$ cat src/rtl/adcm_pkg.sv
// Shared constants and types of the converter control block
package adcm_pkg;

  // Widths
  localparam int ADDR_W = 8;
  localparam int DATA_W = 8;
  localparam int RES_W = 10;

  // Register byte addresses
  localparam logic [7:0] OFF_RESULT_HIGH = 8'hc4;
  localparam logic [7:0] OFF_RESULT_LOW = 8'hc5;
  localparam logic [7:0] OFF_MODE = 8'hc6;
  localparam logic [7:0] OFF_START_STATUS = 8'hc7;
  localparam logic [7:0] OFF_IRQ_STATUS = 8'hce;
  localparam logic [7:0] OFF_IRQ_MASK = 8'hcf;

  // Field positions
  localparam int MODE_CLK_SEL_BIT = 7;
  localparam int MODE_TRIG_EN_BIT = 6;
  localparam int MODE_CH_LSB = 0;
  localparam int MODE_CH_W = 4;
  localparam int START_RUN_BIT = 7;
  localparam int IRQ_DONE_BIT = 0;
  localparam int IRQ_TRIG_BIT = 1;
  localparam int IRQ_W = 2;

  // Reset values and bits that always read as one
  localparam logic [7:0] MODE_FIXED_ONES = 8'h30;
  localparam logic [7:0] START_FIXED_ONES = 8'h7f;
  localparam logic [5:0] MODE_RESET = 6'h00;
  localparam logic [9:0] RESULT_RESET = 10'h000;
  localparam logic [1:0] IRQ_RESET = 2'h0;
  localparam logic [7:0] RDATA_RESET = 8'h00;

  // Conversion timing in system clock periods
  localparam int CONV_PERIOD_LONG = 62;
  localparam int CONV_PERIOD_SHORT = 31;
  localparam int SAMPLE_LONG = 2;
  localparam int SAMPLE_SHORT = 1;
  localparam int STEP_LONG = (CONV_PERIOD_LONG - SAMPLE_LONG) / RES_W;
  localparam int STEP_SHORT = (CONV_PERIOD_SHORT - SAMPLE_SHORT) / RES_W;

  // Register port request
  typedef struct packed {
    logic [7:0] addr;
    logic [7:0] wdata;
    logic wr;
    logic rd;
  } adcm_bus_req_type;

  // Mode register contents
  typedef struct packed {
    logic conv_clock_select;
    logic ext_trigger_enable;
    logic [3:0] channel_select;
  } adcm_mode_type;

  // Analog multiplexer steering
  typedef struct packed {
    logic en;
    logic [2:0] idx;
  } adcm_chan_type;

  typedef enum logic [1:0] {
    SAR_IDLE,
    SAR_SAMPLE,
    SAR_TRIAL
  } adcm_sar_state_type;

  // Upper bits 00 or 11 select nothing; 01 is inputs 0-3, 10 inputs 4-7
  function automatic adcm_chan_type adcm_decode_chan(input logic [3:0] ch);
    adcm_chan_type c;
    c.en = ch[3] ^ ch[2];
    c.idx = {ch[3], ch[1:0]};
    return c;
  endfunction

endpackage

$ cat src/rtl/adcm_top.sv
// Mode, start and result registers of the 10-bit converter
//
// Notes on behaviour
// - Mode register at 0xc6 holds clock select in bit 7, trigger enable in bit 6, channel in bits 3 to 0.
// - Channel upper bits 00 select nothing, 01 inputs 0-3, 10 inputs 4-7, lower bits pick within the group.
// - With trigger enable clear the trigger pin is ignored and only software starts a conversion.
// - With trigger enable set either edge on the trigger pin starts a conversion.
// - Mode register resets to zero in its writable bits and bits 5 and 4 read as one.
//
// The implementer's own choice: the address-and-strobe port.
`timescale 1ns/1ns
`default_nettype none
module adcm_top (
  // Clock and reset
  input wire logic CLK_I,
  input wire logic RESETN_I,
  // Register port
  input wire adcm_pkg::adcm_bus_req_type BUS_I,
  output logic [7:0] RD_DATA_O,
  // External trigger pin
  input wire logic EXT_TRIGGER_PIN_I,
  // Analog front end
  input wire logic COMP_I,
  output logic [9:0] DAC_O,
  output logic CHAN_EN_O,
  output logic [2:0] CHAN_SEL_O,
  // Interrupt
  output logic IRQ_O
);

  typedef struct packed {
    adcm_pkg::adcm_mode_type mode;
    adcm_pkg::adcm_chan_type chan;
    logic run;
    logic [9:0] result;
    logic trig_prev;
    logic [1:0] irq_status;
    logic [1:0] irq_mask;
    logic [7:0] rdata;
  } adcm_top_st_type;

  adcm_top_st_type st_r;
  adcm_top_st_type st_nxt;

  // Sequencer handshake
  logic start_req;
  logic abort_req;
  logic sar_busy;
  logic sar_done;
  logic [9:0] sar_result;

  // Register decode
  logic wr_mode;
  logic wr_start;
  logic wr_irq_status;
  logic wr_irq_mask;
  logic sw_start;
  logic sw_stop;
  logic trig_edge;

  function automatic logic hit(input adcm_pkg::adcm_bus_req_type req,
                               input logic [7:0] off);
    return req.addr == off;
  endfunction

  always_comb begin
    wr_mode = BUS_I.wr && hit(BUS_I, adcm_pkg::OFF_MODE);
    wr_start = BUS_I.wr && hit(BUS_I, adcm_pkg::OFF_START_STATUS);
    wr_irq_status = BUS_I.wr && hit(BUS_I, adcm_pkg::OFF_IRQ_STATUS);
    wr_irq_mask = BUS_I.wr && hit(BUS_I, adcm_pkg::OFF_IRQ_MASK);
  end

  // Start and stop from software
  always_comb begin
    sw_start = wr_start && BUS_I.wdata[adcm_pkg::START_RUN_BIT];
    sw_stop = wr_start && !BUS_I.wdata[adcm_pkg::START_RUN_BIT];
  end

  // Pin is synchronous, so one earlier sample is enough for edges
  always_comb begin
    trig_edge = 1'b0;
    if (st_r.mode.ext_trigger_enable) begin
      trig_edge = EXT_TRIGGER_PIN_I != st_r.trig_prev;
    end
  end

  // A start while busy is dropped; a stop beats a same-cycle trigger
  always_comb begin
    start_req = 1'b0;
    abort_req = 1'b0;
    if (sw_stop) begin
      abort_req = st_r.run;
    end else if (!st_r.run && !sar_busy && (sw_start || trig_edge)) begin
      start_req = 1'b1;
    end
  end

  always_comb begin
    st_nxt = st_r;
    st_nxt.trig_prev = EXT_TRIGGER_PIN_I;

    // Mode register
    if (wr_mode) begin
      st_nxt.mode.conv_clock_select =
        BUS_I.wdata[adcm_pkg::MODE_CLK_SEL_BIT];
      st_nxt.mode.ext_trigger_enable =
        BUS_I.wdata[adcm_pkg::MODE_TRIG_EN_BIT];
      st_nxt.mode.channel_select =
        BUS_I.wdata[adcm_pkg::MODE_CH_LSB +: adcm_pkg::MODE_CH_W];
    end
    // Forbidden channel codes decode to no channel
    st_nxt.chan = adcm_pkg::adcm_decode_chan(
      st_nxt.mode.channel_select);

    // Run flag and result
    if (start_req) begin
      st_nxt.run = 1'b1;
    end else if (abort_req) begin
      st_nxt.run = 1'b0;
    end else if (sar_done) begin
      st_nxt.run = 1'b0;
      st_nxt.result = sar_result;
    end

    // Interrupt flags; a new event wins over a same-cycle clear
    if (wr_irq_status) begin
      st_nxt.irq_status = st_r.irq_status & ~BUS_I.wdata[1:0];
    end
    if (sar_done && !abort_req) begin
      st_nxt.irq_status[adcm_pkg::IRQ_DONE_BIT] = 1'b1;
    end
    if (trig_edge && start_req) begin
      st_nxt.irq_status[adcm_pkg::IRQ_TRIG_BIT] = 1'b1;
    end
    if (wr_irq_mask) begin
      st_nxt.irq_mask = BUS_I.wdata[1:0];
    end

    // Read data stands for exactly one cycle after the strobe
    st_nxt.rdata = 8'h00;
    if (BUS_I.rd) begin
      case (BUS_I.addr)
        adcm_pkg::OFF_RESULT_HIGH: begin
          st_nxt.rdata = st_r.result[9:2];
        end
        adcm_pkg::OFF_RESULT_LOW: begin
          st_nxt.rdata = {st_r.result[1:0], 6'h00};
        end
        adcm_pkg::OFF_MODE: begin
          st_nxt.rdata = adcm_pkg::MODE_FIXED_ONES
            | {st_r.mode.conv_clock_select,
               st_r.mode.ext_trigger_enable,
               2'h0,
               st_r.mode.channel_select};
        end
        adcm_pkg::OFF_START_STATUS: begin
          st_nxt.rdata = adcm_pkg::START_FIXED_ONES
            | {st_r.run, 7'h00};
        end
        adcm_pkg::OFF_IRQ_STATUS: begin
          st_nxt.rdata = {6'h00, st_r.irq_status};
        end
        adcm_pkg::OFF_IRQ_MASK: begin
          st_nxt.rdata = {6'h00, st_r.irq_mask};
        end
        default: begin
          st_nxt.rdata = 8'h00;
        end
      endcase
    end
  end

  always_ff @(posedge CLK_I or negedge RESETN_I) begin
    if (!RESETN_I) begin
      st_r.mode <= adcm_pkg::MODE_RESET;
      st_r.chan <= '0;
      st_r.run <= 1'b0;
      st_r.result <= adcm_pkg::RESULT_RESET;
      st_r.trig_prev <= 1'b0;
      st_r.irq_status <= adcm_pkg::IRQ_RESET;
      st_r.irq_mask <= adcm_pkg::IRQ_RESET;
      st_r.rdata <= adcm_pkg::RDATA_RESET;
    end else begin
      st_r <= st_nxt;
    end
  end

  // Trial levels and bit decisions run in the sequencer
  adcm_sar u_sar (
    .clk_i(CLK_I),
    .resetn_i(RESETN_I),
    .start_i(start_req),
    .abort_i(abort_req),
    .long_i(!st_r.mode.conv_clock_select),
    .comp_i(COMP_I),
    .busy_o(sar_busy),
    .done_o(sar_done),
    .result_o(sar_result),
    .dac_o(DAC_O)
  );

  assign RD_DATA_O = st_r.rdata;
  assign CHAN_EN_O = st_r.chan.en;
  assign CHAN_SEL_O = st_r.chan.idx;
  assign IRQ_O = |(st_r.irq_status & st_r.irq_mask);

endmodule
`default_nettype wire

$ cat src/rtl/adcm_sar.sv
// Successive-approximation sequencer for one 10-bit conversion
`timescale 1ns/1ns
`default_nettype none
module adcm_sar (
  // Clock and reset
  input wire logic clk_i,
  input wire logic resetn_i,
  // Control
  input wire logic start_i,
  input wire logic abort_i,
  input wire logic long_i,
  // Comparator: high while input is at or above the trial level
  input wire logic comp_i,
  // Results
  output logic busy_o,
  output logic done_o,
  output logic [9:0] result_o,
  output logic [9:0] dac_o
);

  typedef struct packed {
    adcm_pkg::adcm_sar_state_type phase;
    logic long_mode;
    logic [2:0] cnt;
    logic [3:0] bit_idx;
    logic [9:0] trial;
    logic [9:0] result;
    logic done;
  } adcm_sar_st_type;

  adcm_sar_st_type st_r;
  adcm_sar_st_type st_nxt;

  function automatic logic [2:0] step_last(input logic long_mode);
    return long_mode ? 3'(adcm_pkg::STEP_LONG - 1)
                     : 3'(adcm_pkg::STEP_SHORT - 1);
  endfunction

  always_comb begin
    st_nxt = st_r;
    st_nxt.done = 1'b0;
    case (st_r.phase)
      adcm_pkg::SAR_IDLE: begin
        if (start_i) begin
          st_nxt.phase = adcm_pkg::SAR_SAMPLE;
          st_nxt.long_mode = long_i;
          st_nxt.cnt = long_i ? 3'(adcm_pkg::SAMPLE_LONG - 1)
                              : 3'(adcm_pkg::SAMPLE_SHORT - 1);
          st_nxt.trial = 10'h000;
        end
      end
      adcm_pkg::SAR_SAMPLE: begin
        if (st_r.cnt == 3'h0) begin
          st_nxt.phase = adcm_pkg::SAR_TRIAL;
          st_nxt.bit_idx = 4'h9;
          st_nxt.trial = 10'h200;
          st_nxt.cnt = step_last(st_r.long_mode);
        end else begin
          st_nxt.cnt = st_r.cnt - 3'h1;
        end
      end
      adcm_pkg::SAR_TRIAL: begin
        if (st_r.cnt == 3'h0) begin
          // Decide at the end of the step so the comparator has settled
          st_nxt.trial[st_r.bit_idx] = comp_i;
          if (st_r.bit_idx == 4'h0) begin
            st_nxt.result = {st_r.trial[9:1], comp_i};
            st_nxt.done = 1'b1;
            st_nxt.phase = adcm_pkg::SAR_IDLE;
          end else begin
            st_nxt.bit_idx = st_r.bit_idx - 4'h1;
            st_nxt.trial[st_r.bit_idx - 4'h1] = 1'b1;
            st_nxt.cnt = step_last(st_r.long_mode);
          end
        end else begin
          st_nxt.cnt = st_r.cnt - 3'h1;
        end
      end
      default: begin
        st_nxt.phase = adcm_pkg::SAR_IDLE;
      end
    endcase
    if (abort_i) begin
      st_nxt.phase = adcm_pkg::SAR_IDLE;
      st_nxt.done = 1'b0;
    end
  end

  always_ff @(posedge clk_i or negedge resetn_i) begin
    if (!resetn_i) begin
      st_r <= '0;
    end else begin
      st_r <= st_nxt;
    end
  end

  assign busy_o = (st_r.phase != adcm_pkg::SAR_IDLE);
  assign done_o = st_r.done;
  assign result_o = st_r.result;
  assign dac_o = st_r.trial;

endmodule
`default_nettype wire

$ cat config.mk
export PLATFORM = sky130hd
export DESIGN_NAME = adcm_top
export DESIGN_NICKNAME = d
export VERILOG_FILES = /design/src/rtl/adcm_pkg.sv /design/src/rtl/adcm_top.sv /design/src/rtl/adcm_sar.sv
export SDC_FILE = /design/constraint.sdc
export NUM_CORES = 1
export LEC_CHECK = 0
export BUFFER_PORTS_ARGS = -buffer_cell sky130_fd_sc_hd__buf_4
export CAP_MARGIN = 40
export CELL_PAD_IN_SITES_DETAIL_PLACEMENT = 0
export CELL_PAD_IN_SITES_GLOBAL_PLACEMENT = 1
export CORE_ASPECT_RATIO = 1.5
export CORE_MARGIN = 8
export CORE_UTILIZATION = 30
export DETAILED_ROUTE_END_ITERATION = 7
export GPL_ROUTABILITY_DRIVEN = 0
export PLACE_DENSITY_LB_ADDON = 0.15
export SYNTH_ARGS = -nofsm -noshare
export SYNTH_HDL_FRONTEND = slang
export SYNTH_SLANG_ARGS = --single-unit
export TNS_END_PERCENT = 10
$ cat constraint.sdc
create_clock -name CLK_I -period 2.77 [get_ports CLK_I]
set_input_delay 0.277 -clock CLK_I [delete_from_list [all_inputs] [get_ports CLK_I]]
set_output_delay 0.277 -clock CLK_I [all_outputs]
set_load 0.05 [all_outputs]
; Word-level counts from Yosys, hierarchy flattened
; Index checks and enable logic that the tools add are counted.
[totals]
regBits = 65
latch_bits = 0
mem_bits_rw = 0
rom_bits = 0
output_inout_bits = 23
elab_cells = 123
memories = 0
[classes]
n_addsub = 2
multipliers = 0
div_mod_pow = 0
order_cmp = 4
eq_ne = 18
shifts = 0
mux = 38
bitwise = 7
reduce_logical = 35
[ops]
columns = cell, n
row1 = equality test 8 bit (second input constant), 6
row2 = case mux 8 bit (6 select lines), 1
row3 = case mux 10 bit (3 select lines), 1
row4 = two-way mux 25 bit, 1
row5 = two-way mux 11 bit, 2
row6 = two-way mux 17 bit, 1
row7 = two-way mux 14 bit, 1
row8 = two-way mux 1 bit, 13
row9 = logical AND 1 bit, 12
row10 = AND reduction 4 bit, 3
row11 = bitwise mux 10 bit, 1
row12 = less-than comparator 4 x 5 -> 1 bit (second input constant), 2
row13 = two-way mux 10 bit, 1
row14 = two-way mux 2 bit, 5
row15 = OR 10 bit, 1
row16 = two-way mux 3 bit, 3
row17 = inequality test 3 x 2 -> 1 bit (second input constant), 3
row18 = case mux 3 bit (3 select lines), 1
row19 = AND reduction 3 bit, 3
row20 = demux 1 bit (select 4 bit), 2
row21 = greater-or-equal comparator 4 x 1 -> 1 bit (second input constant), 2
row22 = two-way mux 8 bit, 1
row23 = case mux 4 bit (2 select lines), 1
row24 = nonzero test 2 bit, 4
row25 = other kinds (23), 33

; Logic depth before layout (Yosys ltp)
[logic_depth]
ltp_word = 10
ltp_mapped = 10
depth_no_buf = 8

; Modules after synthesis
; From an unflattened synthesis, not the netlist that was laid out.
[unflattened]
cells_unflattened = 321
area_unflattened_um2 = 3457.1
[modules_own_cells]
columns = mod, n_inst, cells_each, area_per_inst_um2, seq_area_each_um2
row1 = adcm_sar, 1, 188, 1903.1, 775.7
row2 = adcm_top, 1, 133, 1554.0, 775.7

; Least setup slack after synthesis
; No wires, ideal clock.
[synth_path]
kind = register to register
from = register u_sar.st_r[25] (netlist name)
to = register u_sar.st_r, in the netlist u_sar.dac_o[4]
setup_time_ps = 92
t_arrival_ps = 1892
required_ps = 2678
path_slack_ps = 786
path_stages_with_launch = 11
synth_period_minus_slack_ps = 1984
cell_sequence = dfrtp_1 > inv_1 > ha_1 > nor2b_1 > clkbuf_1 > o21ai_0 > o32ai_1 > nor2_1 > clkbuf_1 > o21ai_1 > o31ai_2
[synth_between]
elab_chain_len = 3
elab_cells_between_ends = 4
[synth_lines]
columns = item, line_no
row1 = from (decl), adcm_sar.sv:31  ; adcm_sar_st_type st_r;
row2 = from (signal assigned), adcm_sar.sv:93  ; st_r <= st_nxt;
row3 = zero test 3 bit (*), "adcm_sar.sv:53, adcm_sar.sv:63"
row4 = inequality test 2 x 1 -> 1 bit (no line), n/a
row5 = AND reduction 4 bit (no line) (*), n/a
; Mark *: on every way between the ends. The rest lies on a longest branch, timed or not.
; A chain may end at the register's enable or synchronous reset.

; Worst setup path in the final report
[layout_path]
from = register u_sar.st_r[25] (netlist name)
to = register u_sar.st_r, in the netlist u_sar.dac_o[8]
; The elaborated chain is that of the path after synthesis.

==> summary.txt <==
CTS
  – Clock Path Buffers: 2
  – Clock Tree Root: clkbuf_16
  – CTS tree: yes
  – Clk Latency, worst-skew pair: 0.33 ns
  – CTS Buf Count: 9
  – H-tree lvl count: 3
  – Post-CTS Setup Bufs: 0
  – Resize count post-CTS: 0
  – Clk pin slew, worst setup/hold paths: around 0.050 ns
  – Clock Sinks: 62
  – Post-CTS Hold Fix Bufs: 0

Final layout
  – Area delta synth->final: 20.51%
  – Finished Cell Area: approximately 4000 um^2
  – Fin nets: around 380
  – Diode count: 0
  – Fraction of layout cells with a size suffix above 1: roughly a quarter
  – Final std cells w/o fill: 502

Logic synthesis
  – Mux contribution to synthesized area: approximately an eighth
  – Synth Area in Compound Gates: 16.10%
  – Register bit count reported by yosys: 62
  – Post-synth EDFFs: 0
  – Synth Flop Type: dfrtp_1
  – Synth Area in XOR/XNOR: 0.7991%
  – Seq/Total Area, Yosys: 47.18%
  – Ranking of synthesized cells by area: dfrtp_1 47%, mux2_2 5.5%, buf_4 4.8%
  – Synth Area in Adders: about 2.3%
  – Post-synthesis instance area: around 3300 um^2
  – Main combinational cell family by area after synthesis: compound AO/OA/AOI/OAI gates
  – Syn_nets: ~350
  – Netlist cell types: 53
  – Simple-Gate Fraction of Synth Area: 13.89%
  – Yosys top cell area share: about 47%
  – Commonest cells post-synth: 62 x dfrtp_1, 31 x nor2_1, 23 x nand2_1, 21 x a21oi_1, 21 x buf_4
  – Yosys top cell by area: dfrtp_1
  – Ys Warns: 0
  – Most common cell in the synthesized netlist: dfrtp_1
  – Async SR Flop Fraction: 100.0%
  – Post-Syn Area per Cell: 10.15 um^2
  – Post-Synthesis Cells: 324

Floorplan
  – Full die area: 14640 um^2
  – Die Wd: 101.5 um
  – IO Pins: 45
  – Die height: approximately 140 um
  – Starting density of the core: between 30% and 40%
  – Core region area: approximately 11000 um^2
  – Rows: 47

Timing
  – Max Slew Vio Count: 0
  – Period minus WS final: around 2.3 ns
  – Max Freq: about 0.44 GHz
  – Worst Tran Pin Value: 0.8127 ns
  – Final setup skew: 0.004395 ns
  – RSZ-0062 raised after global routing: no
  – Rel. slew slack: between 40 and 50%
  – Setup TNS: 0 ns
  – Final Hold Vio Count: 0
  – Final setup fails: 0
  – Tcrit/Tclk final: between 80% and 90%

Place
  – Placed cells: between 400 and 500
  – Post-DP Area: ~3600 um^2
  – Port Buffers: between 40 and 50
  – Dpl hpwl: 6.042 mm

Pwr
  – Worst vdd ir: between 0.0002 and 0.0003 V
  – Power density cells: between 800 and 900 nW/um^2
  – Lkg Pwr: 0.001878 uW

Global route
  – Largest net degree at the start of global routing: 63
  – First-pass GRT wire length: between 10 and 15 mm
  – Vias in the first global route: between 2000 and 3000
  – GR Util met3: 2.843%
  – GRT Resource Usage Total: around an eighth
  – Met2 GRT Util: approximately 22%
  – Initial antenna violation count: 0
  – GRT busiest layer: met2
  – Grt ovf: 0
  – M1 GR Usage: between 10 and 15%

Route
  – Remaining DRCs: 0
  – Routed via count: roughly 2500
  – Drt total wl: between 8 and 9 mm
  – Post-route ant nets: 0
  – Routed WL per cell: ~16 um
  – TritonRoute pass-1 iters: 4
  – Vias/cell: 4.892
  – First DRT Iteration DRCs: around 80

Setup path
  – CP Class: reg2reg
  – Worst Path Max Fanout: 8
  – Critical Path RT: around 3 ns
  – Startpoint Class: flip-flop
  – Worst setup EP type: flip-flop
  – Arrival time at the worst endpoint: 2.52 ns

Flow run
  – Max_cap viols: 0

Outcome
  – Status: finished clean

Worst hold path
  – Hold Crit Class: in2async
-- per-stage QoR --
step	setup slack [ns]	hold slack, ns	utilization, %	total power [uW]
finish	0.4804	0.04201	36.42	3258
global route	0.1980	0.06156	36.42	3460
CTS	0.4392	0.05828	36.42	3310
detailed placement	0.4884	0.4048	33.44	2054
global placement	0.3523	0.4021	33.38	2038
floorplan	0.7858	-0.01859	-	1790
-- registers in the layout (all words and copies together), names as in the netlist --
signal	count
u_sar.done_o	1
u_sar.result_o	10
RD_DATA_O	8
st_r	19
CHAN_EN_O	1
u_sar.st_r	10
u_sar.dac_o	10
CHAN_SEL_O	3
-- cells in the final DEF (no fill, tap or decap), types with 5 or more instances in the layout --
cell type and count:
nor2_1 31, buf_4 50, o21ai_1 7, nor3_1 7
nand2_1 23, dfrtp_1 62, clkbuf_16 9, mux2_2 16
ha_1 6, a211oi_1 5, mux2_1 12, a21oi_1 21
and3_1 5, mux2i_1 5, o21ai_0 14, inv_1 14
-- area by class of cell --
cell class	count	area, um^2
fillers	1103	6917
flip-flops and latches	62	1551
multi-input cells	214	1475
repair buffers	50	375.4
clock buffers	12	256.5
well taps	147	183.9
clock inverters	3	67.56
inverters	14	52.55
-- power by group --
group / leakage (uW) / total (uW) / switching, uW / internal (uW)
combinational: 0.000882 / 880 / 543 / 337
clock: 0.000155 / 1230 / 398 / 832
sequential: 0.000841 / 1150 / 122 / 1030
-- worst max-delay path, stage by stage (launching register included) --
cell and delay, ns:
dfrtp_1 0.39, inv_1 0.09, ha_1 0.18, nor2b_1 0.43, nand3_1 0.30, or4_4 0.59, o31ai_1 0.22
-- worst paths after layout --
path	start	to	slack, ns	cells after the start
min	RESETN_I	u_sar.done_o	0.04	1
min reg2reg	st_r[13]	st_r[13]	0.48	1
max	u_sar.st_r[25]	u_sar.dac_o[8]	0.48	6
min in group CLK_I	EXT_TRIGGER_PIN_I	st_r[12]	0.07	1
max reg2reg	u_sar.st_r[25]	u_sar.dac_o[8]	0.48	6
max in group asynchronous	RESETN_I	RD_DATA_O[5]	2.19	1
-- layer usage --
layer  up-vias  share of wire (%)
li1       1189                  -
met1      1218                 41
met2        37                 53
met3        12                4.0
met4         0                2.3
met5         -                  0
-- kinds of logic (layout without fill, tap and decap cells) --
logic type               after synthesis  after routing
adder cells (fa/ha/maj)                6              6
multiplexers                          34             34
AO/OA/AOI/OAI                         80             80
flip-flops                            62             62
XOR/XNOR                               3              3
buffers and inverters                 48             79
AND/OR/NAND/NOR                       91             91
Power figures use the tool's default switching activity.
